$ cat src/design/max_limit_pkg.sv
// constants for the maximum-address-limit command block
//
// Overview of operation
// opcode F9h selects the maximum-address-limit command family.
// directly after read-native-maximum, the command is always a limit update.
// otherwise feature 01h password, 02h lock, 03h unlock, 04h freeze.
// new limit replaces maximum within capacity; accesses beyond it abort.
// identify reports the newly set limit as default capacity.
// nonvolatile update in address offset mode aborts.
// second nonvolatile update aborts until power-on or hardware reset.
// limit update aborts while locked or frozen.
// volatility bit 1 keeps limit across power-on; 0 loses it.
// host supplies LBA bits over sector, cylinder low, high, head nibble.
// CHS mode takes limit from cylinder registers only.
// LBA completion returns limit over sector, cylinders and head nibble.
// CHS completion returns maximum sector, cylinder and head.
// set-password sends one sector; words 1-16 hold the 32-byte password.
// password is held only until the next power cycle.
// accepting set-password leaves the device unlocked.
// lock enters locked state; only unlock and freeze are then allowed.
// locked persists until power cycle, accepted unlock or freeze.
// flag marks last command was read-native-maximum; others clear it.
// abort sets abort and error bits, clears busy, keeps state.
package max_limit_pkg;
  localparam logic [7:0] CMD_LIMIT       = 8'hF9;
  localparam logic [7:0] CMD_READ_NATIVE = 8'hF8;
  localparam logic [7:0] FEAT_SET_PASS   = 8'h01;
  localparam logic [7:0] FEAT_LOCK       = 8'h02;
  localparam logic [7:0] FEAT_UNLOCK     = 8'h03;
  localparam logic [7:0] FEAT_FREEZE     = 8'h04;
  localparam int         ERR_ABORT_BIT   = 2;
  localparam int         STS_ERR_BIT     = 0;
  localparam int         STS_READY_BIT   = 6;
  localparam int         STS_BUSY_BIT    = 7;
  localparam int         STS_REQ_BIT     = 3;
  localparam int         HEAD_LBA_BIT    = 6;
  localparam int         VOL_BIT         = 0;
  localparam int         PASS_FIRST_WORD = 1;
  localparam int         PASS_LAST_WORD  = 16;
  localparam int         SECTOR_WORDS    = 256;
  localparam logic [27:0] NATIVE_MAX_RST = 28'h0FF_FFFF;
  localparam logic [7:0]  MAX_SECTOR_RST = 8'h3F;
  localparam logic [3:0]  MAX_HEAD_RST   = 4'hF;
  // register offsets of the plain register port
  localparam logic [3:0] REG_DATA    = 4'h0;
  localparam logic [3:0] REG_ERROR   = 4'h1;
  localparam logic [3:0] REG_SECCNT  = 4'h2;
  localparam logic [3:0] REG_SECNUM  = 4'h3;
  localparam logic [3:0] REG_CYLLO   = 4'h4;
  localparam logic [3:0] REG_CYLHI   = 4'h5;
  localparam logic [3:0] REG_HEAD    = 4'h6;
  localparam logic [3:0] REG_STATUS  = 4'h7;
  localparam logic [3:0] REG_FEATURE = 4'h8;
  localparam logic [3:0] REG_LIMSTAT = 4'h9;
  localparam logic [3:0] REG_OFFMODE = 4'hA;
  typedef enum logic [1:0] {SEC_UNLOCKED, SEC_LOCKED, SEC_FROZEN} sec_state_t;
endpackage

$ cat src/design/max_address_limit_security.sv
// maximum-address-limit command interpreter with its security extensions
`timescale 1ns/1ps
module max_address_limit_security
(
  input  wire logic        clk_sys,
  input  wire logic        reset_n,
  input  wire logic        powerOn,
  input  wire logic [3:0]  regAddr,
  input  wire logic [15:0] regWrData,
  input  wire logic        regWr,
  input  wire logic        regRd,
  output logic [15:0]      regRdData,
  input  wire logic [27:0] accessAddr,
  input  wire logic        accessReq,
  output logic             accessAbort,
  output logic [27:0]      identifyMax,
  output logic             busy
);
  import max_limit_pkg::*;
  typedef enum logic [1:0] {ST_IDLE, ST_DECODE, ST_DATA} phase_t;
  typedef struct packed {
    phase_t      phase;
    logic [7:0]  feature;
    logic [7:0]  secCount;
    logic [7:0]  secNum;
    logic [7:0]  cylLo;
    logic [7:0]  cylHi;
    logic [7:0]  head;
    logic [7:0]  command;
    logic [7:0]  errFlags;
    logic [7:0]  status;
    logic [27:0] maxAddr;
    logic [27:0] nvMaxAddr;
    logic        nvValid;
    logic        nvUsed;
    logic        afterNative;
    logic        offsetMode;
    sec_state_t  secState;
    logic [7:0]  wordCnt;
    logic        pwSet;
    logic        accAbort;
    logic [15:0] rdData;
  } core_t;
  core_t st_ff;
  core_t nxt_st;
  logic        pwValid;
  logic        pwStart;
  logic        pwMatch;
  logic [27:0] newLimit;
  logic        isLba;
  logic        limitCmd;
  assign isLba = st_ff.head[HEAD_LBA_BIT];
  // new limit: LBA spread over four registers, CHS from cylinders only
  assign newLimit = isLba ? {st_ff.head[3:0], st_ff.cylHi, st_ff.cylLo, st_ff.secNum}
                          : {12'h000, st_ff.cylHi, st_ff.cylLo};
  assign limitCmd = st_ff.afterNative;
  assign pwValid  = regWr && (regAddr == REG_DATA) && (st_ff.phase == ST_DATA);
  assign pwStart  = (st_ff.phase == ST_DECODE);
  password_store u_pass
  (
    .clk_sys    (clk_sys),
    .reset_n    (reset_n),
    .wordValid  (pwValid),
    .wordIndex  (st_ff.wordCnt),
    .wordData   (regWrData),
    .storeMode  (st_ff.feature == FEAT_SET_PASS),
    .startFrame (pwStart),
    .matchAll   (pwMatch)
  );
  // command decode and state tracking
  always_comb
  begin
    nxt_st = st_ff;
    nxt_st.accAbort = 1'b0;
    nxt_st.rdData = '0;
    if (regRd)
    begin
      unique case (regAddr)
        REG_ERROR:   nxt_st.rdData = {8'h00, st_ff.errFlags};
        REG_SECCNT:  nxt_st.rdData = {8'h00, st_ff.secCount};
        REG_SECNUM:  nxt_st.rdData = {8'h00, st_ff.secNum};
        REG_CYLLO:   nxt_st.rdData = {8'h00, st_ff.cylLo};
        REG_CYLHI:   nxt_st.rdData = {8'h00, st_ff.cylHi};
        REG_HEAD:    nxt_st.rdData = {8'h00, st_ff.head};
        REG_STATUS:  nxt_st.rdData = {8'h00, st_ff.status};
        REG_FEATURE: nxt_st.rdData = {8'h00, st_ff.feature};
        REG_LIMSTAT: nxt_st.rdData = {11'h000, st_ff.pwSet, st_ff.nvUsed, st_ff.afterNative,
                                      st_ff.secState};
        REG_OFFMODE: nxt_st.rdData = {15'h0000, st_ff.offsetMode};
        default:     nxt_st.rdData = '0;
      endcase
    end
    if (regWr && st_ff.phase == ST_IDLE)
    begin
      unique case (regAddr)
        REG_FEATURE: nxt_st.feature  = regWrData[7:0];
        REG_SECCNT:  nxt_st.secCount = regWrData[7:0];
        REG_SECNUM:  nxt_st.secNum   = regWrData[7:0];
        REG_CYLLO:   nxt_st.cylLo    = regWrData[7:0];
        REG_CYLHI:   nxt_st.cylHi    = regWrData[7:0];
        REG_HEAD:    nxt_st.head     = regWrData[7:0];
        REG_OFFMODE: nxt_st.offsetMode = regWrData[0];
        REG_STATUS:
        begin
          nxt_st.command = regWrData[7:0];
          nxt_st.status  = 8'h00;
          nxt_st.status[STS_BUSY_BIT] = 1'b1;
          nxt_st.errFlags = 8'h00;
          if (regWrData[7:0] == CMD_LIMIT)
            nxt_st.phase = ST_DECODE;
          else
          begin
            // other commands finish at once; only native-max marks the flag
            nxt_st.afterNative = (regWrData[7:0] == CMD_READ_NATIVE);
            nxt_st.status = 8'h00;
            nxt_st.status[STS_READY_BIT] = 1'b1;
            if (regWrData[7:0] == CMD_READ_NATIVE)
            begin
              nxt_st.secNum = st_ff.maxAddr[7:0];
              nxt_st.cylLo  = st_ff.maxAddr[15:8];
              nxt_st.cylHi  = st_ff.maxAddr[23:16];
              nxt_st.head   = {st_ff.head[7:4], st_ff.maxAddr[27:24]};
            end
          end
        end
        default: ;
      endcase
    end
    unique case (st_ff.phase)
      ST_IDLE: ;
      ST_DECODE:
      begin
        nxt_st.afterNative = 1'b0;
        nxt_st.phase  = ST_IDLE;
        nxt_st.status = 8'h00;
        nxt_st.status[STS_READY_BIT] = 1'b1; // busy cleared on finish
        if (limitCmd)
        begin
          if (st_ff.secState != SEC_UNLOCKED
              || (st_ff.secCount[VOL_BIT] && st_ff.offsetMode)
              || (st_ff.secCount[VOL_BIT] && st_ff.nvUsed)
              || newLimit > NATIVE_MAX_RST)
          begin
            nxt_st.errFlags[ERR_ABORT_BIT] = 1'b1;
            nxt_st.status[STS_ERR_BIT] = 1'b1;
          end
          else
          begin
            nxt_st.maxAddr = newLimit;
            if (st_ff.secCount[VOL_BIT])
            begin
              nxt_st.nvMaxAddr = newLimit;
              nxt_st.nvValid   = 1'b1;
              nxt_st.nvUsed    = 1'b1;
            end
            if (isLba)
            begin
              nxt_st.secNum = newLimit[7:0];
              nxt_st.cylLo  = newLimit[15:8];
              nxt_st.cylHi  = newLimit[23:16];
              nxt_st.head   = {st_ff.head[7:4], newLimit[27:24]};
            end
            else
            begin
              nxt_st.secNum = MAX_SECTOR_RST;
              nxt_st.head   = {st_ff.head[7:4], MAX_HEAD_RST};
            end
          end
        end
        else
        begin
          unique case (st_ff.feature)
            FEAT_SET_PASS, FEAT_UNLOCK:
            begin
              if (st_ff.secState == SEC_FROZEN
                  || (st_ff.feature == FEAT_SET_PASS && st_ff.secState == SEC_LOCKED))
              begin
                nxt_st.errFlags[ERR_ABORT_BIT] = 1'b1;
                nxt_st.status[STS_ERR_BIT] = 1'b1;
              end
              else
              begin
                nxt_st.phase = ST_DATA;
                nxt_st.wordCnt = '0;
                nxt_st.status = 8'h00;
                nxt_st.status[STS_BUSY_BIT] = 1'b0;
                nxt_st.status[STS_REQ_BIT]  = 1'b1;
              end
            end
            FEAT_LOCK:
            begin
              if (st_ff.secState != SEC_UNLOCKED)
              begin
                nxt_st.errFlags[ERR_ABORT_BIT] = 1'b1;
                nxt_st.status[STS_ERR_BIT] = 1'b1;
              end
              else
                nxt_st.secState = SEC_LOCKED;
            end
            FEAT_FREEZE:
            begin
              if (st_ff.secState == SEC_FROZEN)
              begin
                nxt_st.errFlags[ERR_ABORT_BIT] = 1'b1;
                nxt_st.status[STS_ERR_BIT] = 1'b1;
              end
              else
                nxt_st.secState = SEC_FROZEN;
            end
            default:
            begin
              nxt_st.errFlags[ERR_ABORT_BIT] = 1'b1;
              nxt_st.status[STS_ERR_BIT] = 1'b1;
            end
          endcase
        end
      end
      ST_DATA:
      begin
        if (pwValid)
          nxt_st.wordCnt = st_ff.wordCnt + 8'd1;
        if (pwValid && st_ff.wordCnt == 8'(SECTOR_WORDS - 1))
        begin
          nxt_st.phase  = ST_IDLE;
          nxt_st.status = 8'h00;
          nxt_st.status[STS_READY_BIT] = 1'b1;
          if (st_ff.feature == FEAT_SET_PASS)
          begin
            nxt_st.pwSet    = 1'b1;
            nxt_st.secState = SEC_UNLOCKED;
          end
          else if (pwMatch && st_ff.pwSet)
            nxt_st.secState = SEC_UNLOCKED;
          else
          begin
            nxt_st.errFlags[ERR_ABORT_BIT] = 1'b1;
            nxt_st.status[STS_ERR_BIT] = 1'b1;
          end
        end
      end
      default: nxt_st.phase = ST_IDLE;
    endcase
    // accesses beyond the limit are refused
    if (accessReq && accessAddr > st_ff.maxAddr)
      nxt_st.accAbort = 1'b1;
  end
  // hardware reset clears all but ready status and the limits (native maximum); power-on keeps a nonvolatile limit
  always_ff @(posedge clk_sys)
  begin
    if (!reset_n)
    begin
      st_ff <= '0;
      st_ff.status  <= 8'h40;
      st_ff.maxAddr <= NATIVE_MAX_RST;
      st_ff.nvMaxAddr <= NATIVE_MAX_RST;
    end
    else if (powerOn)
    begin
      st_ff <= '0;
      st_ff.status  <= 8'h40;
      st_ff.maxAddr <= st_ff.nvValid ? st_ff.nvMaxAddr : NATIVE_MAX_RST;
      st_ff.nvMaxAddr <= st_ff.nvMaxAddr;
      st_ff.nvValid <= st_ff.nvValid;
    end
    else
      st_ff <= nxt_st;
  end
  assign regRdData   = st_ff.rdData;
  assign accessAbort = st_ff.accAbort;
  assign identifyMax = st_ff.maxAddr;
  assign busy        = st_ff.status[STS_BUSY_BIT];
  // checks
  property p_lock_blocks_limit;
    @(posedge clk_sys) disable iff (!reset_n)
    (st_ff.phase == ST_DECODE && limitCmd && st_ff.secState != SEC_UNLOCKED)
      |=> (st_ff.errFlags[ERR_ABORT_BIT] && $stable(st_ff.maxAddr));
  endproperty
  a_lock_blocks_limit: assert property (p_lock_blocks_limit)
    else $error("limit changed while locked");
  property p_abort_status;
    @(posedge clk_sys) disable iff (!reset_n)
    $rose(st_ff.errFlags[ERR_ABORT_BIT]) |-> (st_ff.status[STS_ERR_BIT] && !busy);
  endproperty
  a_abort_status: assert property (p_abort_status)
    else $error("abort without error status");
  property p_access_beyond;
    @(posedge clk_sys) disable iff (!reset_n || powerOn)
    (accessReq && accessAddr > st_ff.maxAddr) |=> accessAbort;
  endproperty
  a_access_beyond: assert property (p_access_beyond)
    else $error("access beyond limit not refused");
  property p_capacity;
    @(posedge clk_sys) disable iff (!reset_n)
    (st_ff.phase == ST_DECODE && limitCmd && newLimit > NATIVE_MAX_RST)
      |=> (st_ff.errFlags[ERR_ABORT_BIT] && $stable(st_ff.maxAddr));
  endproperty
  a_capacity: assert property (p_capacity)
    else $error("limit beyond capacity not aborted");
  property p_offset_nv_abort;
    @(posedge clk_sys) disable iff (!reset_n)
    (st_ff.phase == ST_DECODE && limitCmd && st_ff.secCount[VOL_BIT] && st_ff.offsetMode)
      |=> st_ff.errFlags[ERR_ABORT_BIT];
  endproperty
  a_offset_nv_abort: assert property (p_offset_nv_abort)
    else $error("nonvolatile update in offset mode not aborted");
  property p_nv_once;
    @(posedge clk_sys) disable iff (!reset_n)
    (st_ff.phase == ST_DECODE && limitCmd && st_ff.secCount[VOL_BIT] && st_ff.nvUsed)
      |=> (st_ff.errFlags[ERR_ABORT_BIT] && $stable(st_ff.maxAddr));
  endproperty
  a_nv_once: assert property (p_nv_once)
    else $error("second nonvolatile update not aborted");
  property p_native_clear;
    @(posedge clk_sys) disable iff (!reset_n)
    (st_ff.phase == ST_DECODE) |=> !st_ff.afterNative;
  endproperty
  a_native_clear: assert property (p_native_clear)
    else $error("read-native flag survived a decode");
  property p_frozen_holds;
    @(posedge clk_sys) disable iff (!reset_n)
    (st_ff.secState == SEC_FROZEN && reset_n && !powerOn) |=> (st_ff.secState == SEC_FROZEN);
  endproperty
  a_frozen_holds: assert property (p_frozen_holds)
    else $error("frozen state left without a power cycle");
  property p_setpw_locked;
    @(posedge clk_sys) disable iff (!reset_n)
    (st_ff.phase == ST_DECODE && !limitCmd && st_ff.feature == FEAT_SET_PASS
     && st_ff.secState == SEC_LOCKED)
      |=> (st_ff.errFlags[ERR_ABORT_BIT] && st_ff.phase == ST_IDLE);
  endproperty
  a_setpw_locked: assert property (p_setpw_locked)
    else $error("set-password accepted while locked");
  property p_lba_return;
    @(posedge clk_sys) disable iff (!reset_n)
    (st_ff.phase == ST_DECODE && limitCmd && isLba && st_ff.secState == SEC_UNLOCKED
     && !st_ff.secCount[VOL_BIT] && newLimit <= NATIVE_MAX_RST)
      |=> ({st_ff.head[3:0], st_ff.cylHi, st_ff.cylLo, st_ff.secNum} == st_ff.maxAddr);
  endproperty
  a_lba_return: assert property (p_lba_return)
    else $error("block-mode limit not returned in task file");
  property p_chs_return;
    @(posedge clk_sys) disable iff (!reset_n)
    (st_ff.phase == ST_DECODE && limitCmd && !isLba && st_ff.secState == SEC_UNLOCKED
     && !st_ff.secCount[VOL_BIT])
      |=> (st_ff.secNum == MAX_SECTOR_RST && st_ff.head[3:0] == MAX_HEAD_RST);
  endproperty
  a_chs_return: assert property (p_chs_return)
    else $error("cylinder-mode maxima not returned");
  property p_busy_decode;
    @(posedge clk_sys) disable iff (!reset_n)
    (st_ff.phase == ST_DECODE) |-> (busy ##1 !busy);
  endproperty
  a_busy_decode: assert property (p_busy_decode)
    else $error("busy not shown for exactly the decode cycle");
endmodule

$ cat src/design/password_store.sv
// password word store with set and compare paths
`timescale 1ns/1ps
module password_store
(
  input  wire logic        clk_sys,
  input  wire logic        reset_n,
  input  wire logic        wordValid,
  input  wire logic [7:0]  wordIndex,
  input  wire logic [15:0] wordData,
  input  wire logic        storeMode,
  input  wire logic        startFrame,
  output logic             matchAll
);
  import max_limit_pkg::*;
  typedef struct packed {
    logic [15:0][15:0] words;
    logic              match;
  } pw_state_t;
  pw_state_t st_ff;
  pw_state_t nxt_st;
  logic      inPass;
  assign inPass = (wordIndex >= 8'(PASS_FIRST_WORD)) && (wordIndex <= 8'(PASS_LAST_WORD));
  // store on set, compare on unlock; volatile until reset
  always_comb
  begin
    nxt_st = st_ff;
    if (startFrame)
      nxt_st.match = 1'b1;
    if (wordValid && inPass)
    begin
      if (storeMode)
        nxt_st.words[4'(wordIndex - 8'd1)] = wordData;
      else if (st_ff.words[4'(wordIndex - 8'd1)] != wordData)
        nxt_st.match = 1'b0;
    end
  end
  // hardware reset clears the password; power-on does not reach this store
  always_ff @(posedge clk_sys)
  begin
    if (!reset_n)
      st_ff <= '0;
    else
      st_ff <= nxt_st;
  end
  assign matchAll = st_ff.match;
endmodule

$ cat config.mk
export PLATFORM = sky130hd
export DESIGN_NAME = max_address_limit_security
export DESIGN_NICKNAME = d
export VERILOG_FILES = /design/src/design/max_limit_pkg.sv /design/src/design/max_address_limit_security.sv /design/src/design/password_store.sv
export SDC_FILE = /design/constraint.sdc
export NUM_CORES = 1
export LEC_CHECK = 0
export BUFFER_PORTS_ARGS = -buffer_cell sky130_fd_sc_hd__buf_2
export CAP_MARGIN = 20
export CELL_PAD_IN_SITES_DETAIL_PLACEMENT = 0
export CELL_PAD_IN_SITES_GLOBAL_PLACEMENT = 1
export CORE_MARGIN = 1
export CORE_UTILIZATION = 40
export CTS_BUF_LIST = sky130_fd_sc_hd__clkbuf_2
export CTS_CLUSTER_DIAMETER = 150
export CTS_CLUSTER_SIZE = 16
export DETAILED_ROUTE_END_ITERATION = 10
export GPL_TIMING_DRIVEN = 0
export MAX_ROUTING_LAYER = met4
export PLACE_DENSITY = 0.73
export SLEW_MARGIN = 20
export SYNTH_ARGS = -nofsm -noshare
export SYNTH_HDL_FRONTEND = slang
export SYNTH_SLANG_ARGS = --single-unit
$ cat constraint.sdc
create_clock -name clk_sys -period 4.3 [get_ports clk_sys]
set_input_delay 0.43 -clock clk_sys [delete_from_list [all_inputs] [get_ports clk_sys]]
set_output_delay 0.43 -clock clk_sys [all_outputs]
set_load 0.1 [all_outputs]
==> impl_metrics.tcl <==
set metrics [dict create \
    worst_slew_pin_slew_ns 1.12 \
    num_vias 17200 \
    syn_inst 2241 \
    worstHoldStart "regWrData[3]" \
    fmax_ghz 0.244 \
    ys.flop_type "dfxtp_1" \
    htreeDepth 1 \
    ys_async_sr_fraction 0 \
    nNetsFinal 2464 \
    worstSetupStartpoint "st_ff[18]$_SDFFE_PP0P_" \
    multi_input_comb_area_mm2 0.0104 \
    via_per_inst 5.75 \
    clk_latency_ns 1.24 \
    timing.rr.start "st_ff[18]$_SDFFE_PP0P_" \
    peakVddDrop_uv 183 \
    comb_power_share 0.076 \
    clk_pin_slew_ns 0.33 \
    netSwitchingFraction 0.275 \
    route.detailed.drc 0 \
    grt_overflow 0 \
    drt_iter0_markers 1508 \
    cts_sinks 396 \
    io_buffer_count 74 \
    finalSetupViolCount 0 \
    ys_seq_area_frac 0.407 \
    final_cells 2987 \
    clock-skew-final_ns 0.171 \
    period_needed_ns 4.10 \
    worst_setup_path_start_kind "flip-flop" \
    slew_violations 0 \
    dp_cells 2937 \
    antenna_found_initial 2 \
    synth_top_area_cell "dfxtp_1" \
    cp_max_fo 14 \
    p_int_mw 4.05 \
    cts_setup_buffers 0 \
    nFillCells 4801 \
    firstDrtPassIters 6 \
    cp-end-kind "flip-flop" \
    num_rows 80 \
    initial_utilization 0.407 \
    hold_viol 0 \
    yosys_warnings 0 \
    drtAntennaViolNets 0 \
    io_pins 100 \
    min_period_over_period 0.954 \
    die_x_um 223 \
    clkPwrFrac 0.261 \
    ys_ff_latch 396 \
    postRouteWirelength_um 69900 \
    total_power_mw 5.58 \
    grt_pass1_wl_um 104000 \
    synth-edff-count 0 \
    final_util 0.440 \
    grt_pass1_vias 16400 \
    coreArea_mm2 0.0479 \
    synthTopCellsByArea "dfxtp_1, nand2_1, mux4_2" \
    grt_max_degree 20 \
    setup_slack_ns 0.198 \
    routedWlPerCell_um 23.4 \
    slew_headroom 0.253 \
    synth.distinct_cells 61 \
    outcome "completed" \
    synth_area_per_cell_um2 8.70 \
    synth_area_mm2 0.0195 \
    netlist.area_leader.share 0.407 \
    rsz0062_at_grt "no" \
    seqPwrFrac 0.663 \
    syn2layout_area_growth_pct 8.20 \
    power_density_mw_per_mm2 264 \
    p_leak_nw 7.35 \
    clk_path_buf_depth 3 \
    dp.final_hpwl_um 51900 \
    drive_above_1_share 0.123 \
    drv_cap 0 \
    path_class "reg2reg" \
    p_switching_mw 1.53 \
    numCtsBuffers 28 \
    tritoncts "done" \
    die_y_um 223 \
    regArea_mm2 0.00793 \
    preCtsSetupSlack_ns -0.764 \
    critPathRequiredTime_ns 5.36 \
    whs_ns 0.101 \
    hp-class "in2reg" \
    critPathArrivalTime_ns 5.16 \
    root_buffer "clkbuf_2" \
    die-area_mm2 0.0496 \
    place_congestion 0.946 \
    track_usage 0.287 \
]
==> per-stage QoR <==
stage / area, um2 / TNS (ns)
after floorplan: 19500 / 0
after global placement: 20700 / -0.789
after detailed placement: 20700 / -0.764
after CTS: 21100 / 0
after global routing: 21100 / 0
final: 21100 / 0
==> cell usage after synthesis (4+ instances only) <==
cell type,instances
buf_4,47
buf_6,6
o211ai_1,27
nor2b_1,11
mux2i_1,41
a21boi_1,31
nor2_2,16
inv_1,37
a221oi_1,5
and2_1,9
ha_1,39
nor4_1,5
nand4_1,13
nand3_1,28
or3_1,8
clkbuf_1,135
nor3b_1,23
mux2_2,4
a22o_1,23
and3_1,6
dfxtp_1,396
nand2_1,625
mux4_2,81
a21o_1,11
nand2b_1,8
a21boi_0,231
nor2_1,116
buf_1,6
o21ai_0,45
xnor2_1,19
a22oi_1,24
xor2_1,6
buf_2,30
a211oi_1,33
a21oi_1,40
a31oi_1,4
nor3_1,11
==> power groups by stage <==
stage	logic, mW	clock network (mW)	registers, mW
2_1_floorplan	0.233	0	3.76
6_report	0.424	1.46	3.70
4_1_cts	0.416	1.48	3.70
3_3_place_gp	0.401	0	3.76
5_1_grt	0.440	1.59	3.70
3_5_place_dp	0.402	0	3.76
==> worst paths after layout <==
| check | end | slack (ns) | depth (start not counted) |
|---|---|---|---|
| worst min register to register | u_pass.st_ff[39]$_SDFFE_PN0P_ | 0.47 | 2 |
| worst max register to register | u_pass.matchAll$_SDFF_PN0_ | 0.20 | 14 |
| worst min-delay path | st_ff[139]$_SDFF_PP0_ | 0.10 | 4 |
| worst max-delay path | u_pass.matchAll$_SDFF_PN0_ | 0.20 | 14 |
==> repair_timing <==
item / in CTS / in global routing
setup endpoints to repair: 1 / 1
hold endpoints to repair: 93 / 0
cloned: 0 / 0
hold buffers: 21 / 0
resized for setup: 8 / 8
pin swaps: 0 / 2
==> placed cells by master (no fill, tap or decap), types with 13 or more instances in the layout <==
cell and count:
nor3b_1 23, mux4_2 81, nor2_1 116, a21boi_1 31, buf_2 100, a21oi_1 40
dlygate4sd3_1 21, nand2_1 625, nand3_1 28, clkbuf_2 28, clkbuf_1 135, buf_4 46
nor2_2 16, o211ai_1 27, ha_1 39, inv_1 37, mux2i_1 41, xnor2_1 19
a21boi_0 231, dfxtp_1 395, nand4_1 13, o21ai_0 45, a22oi_1 24, a211oi_1 33
a22o_1 23
==> layout make-up <==
| class | instances | area share |
|---|---|---|
| Timing Repair Buffer | 95 | 0.0275 |
| Multi-Input combinational cell | 1591 | 0.492 |
| Clock buffer | 28 | 0.00664 |
| Sequential cell | 396 | 0.376 |
| Inverter | 37 | 0.00658 |
| Clock inverter | 2 | 0.00184 |
| Antenna cell | 1 | 0.000119 |
| Tap cell | 615 | 0.0365 |
| Buffer | 222 | 0.0532 |
==> critical path, cell delays in order, from the launching register on <==
cell     delay [ns]
dfxtp_4        0.45
buf_6          0.24
buf_6          0.23
inv_1          0.13
ha_1           0.36
buf_12         0.20
buf_8          0.20
buf_6          0.21
mux4_2         0.37
mux4_2         0.48
xnor2_1        0.25
nand4_1        0.22
nor4_4         0.41
nor3_1         0.08
nor2_1         0.10
==> registers in the layout, indices dropped and copies added, names as in the netlist, named ones only <==
| register | cells |
|---|---|
| accessAbort | 1 |
| busy | 1 |
| identifyMax | 28 |
| isLba | 1 |
| limitCmd | 1 |
| regRdData | 8 |
| st_ff | 91 |
| u_pass.matchAll | 1 |
| u_pass.st_ff | 256 |
==> cell families (layout without fill, tap and decap cells) <==
logic type,count (synthesis),count (layout),synth area share
XOR/XNOR,25,25,0.0112
adder cells (fa/ha/maj),39,39,0.0250
AND/OR/NAND/NOR,891,891,0.191
flip-flops,396,396,0.407
other,1,9,0.000192
AO/OA/AOI/OAI,502,502,0.185
buffers and inverters,261,384,0.0635
multiplexers,126,126,0.117
==> routing by layer <==
layer / vias up / track usage / wire (um)
li1: 7918 / - / -
met5: - / - / 0
met2: 649 / 0.471 / 33400
met1: 8467 / 0.364 / 29600
met3: 151 / 0.0274 / 3780
met4: 0 / 0.112 / 3090
(Power assumes the default switching activity.)
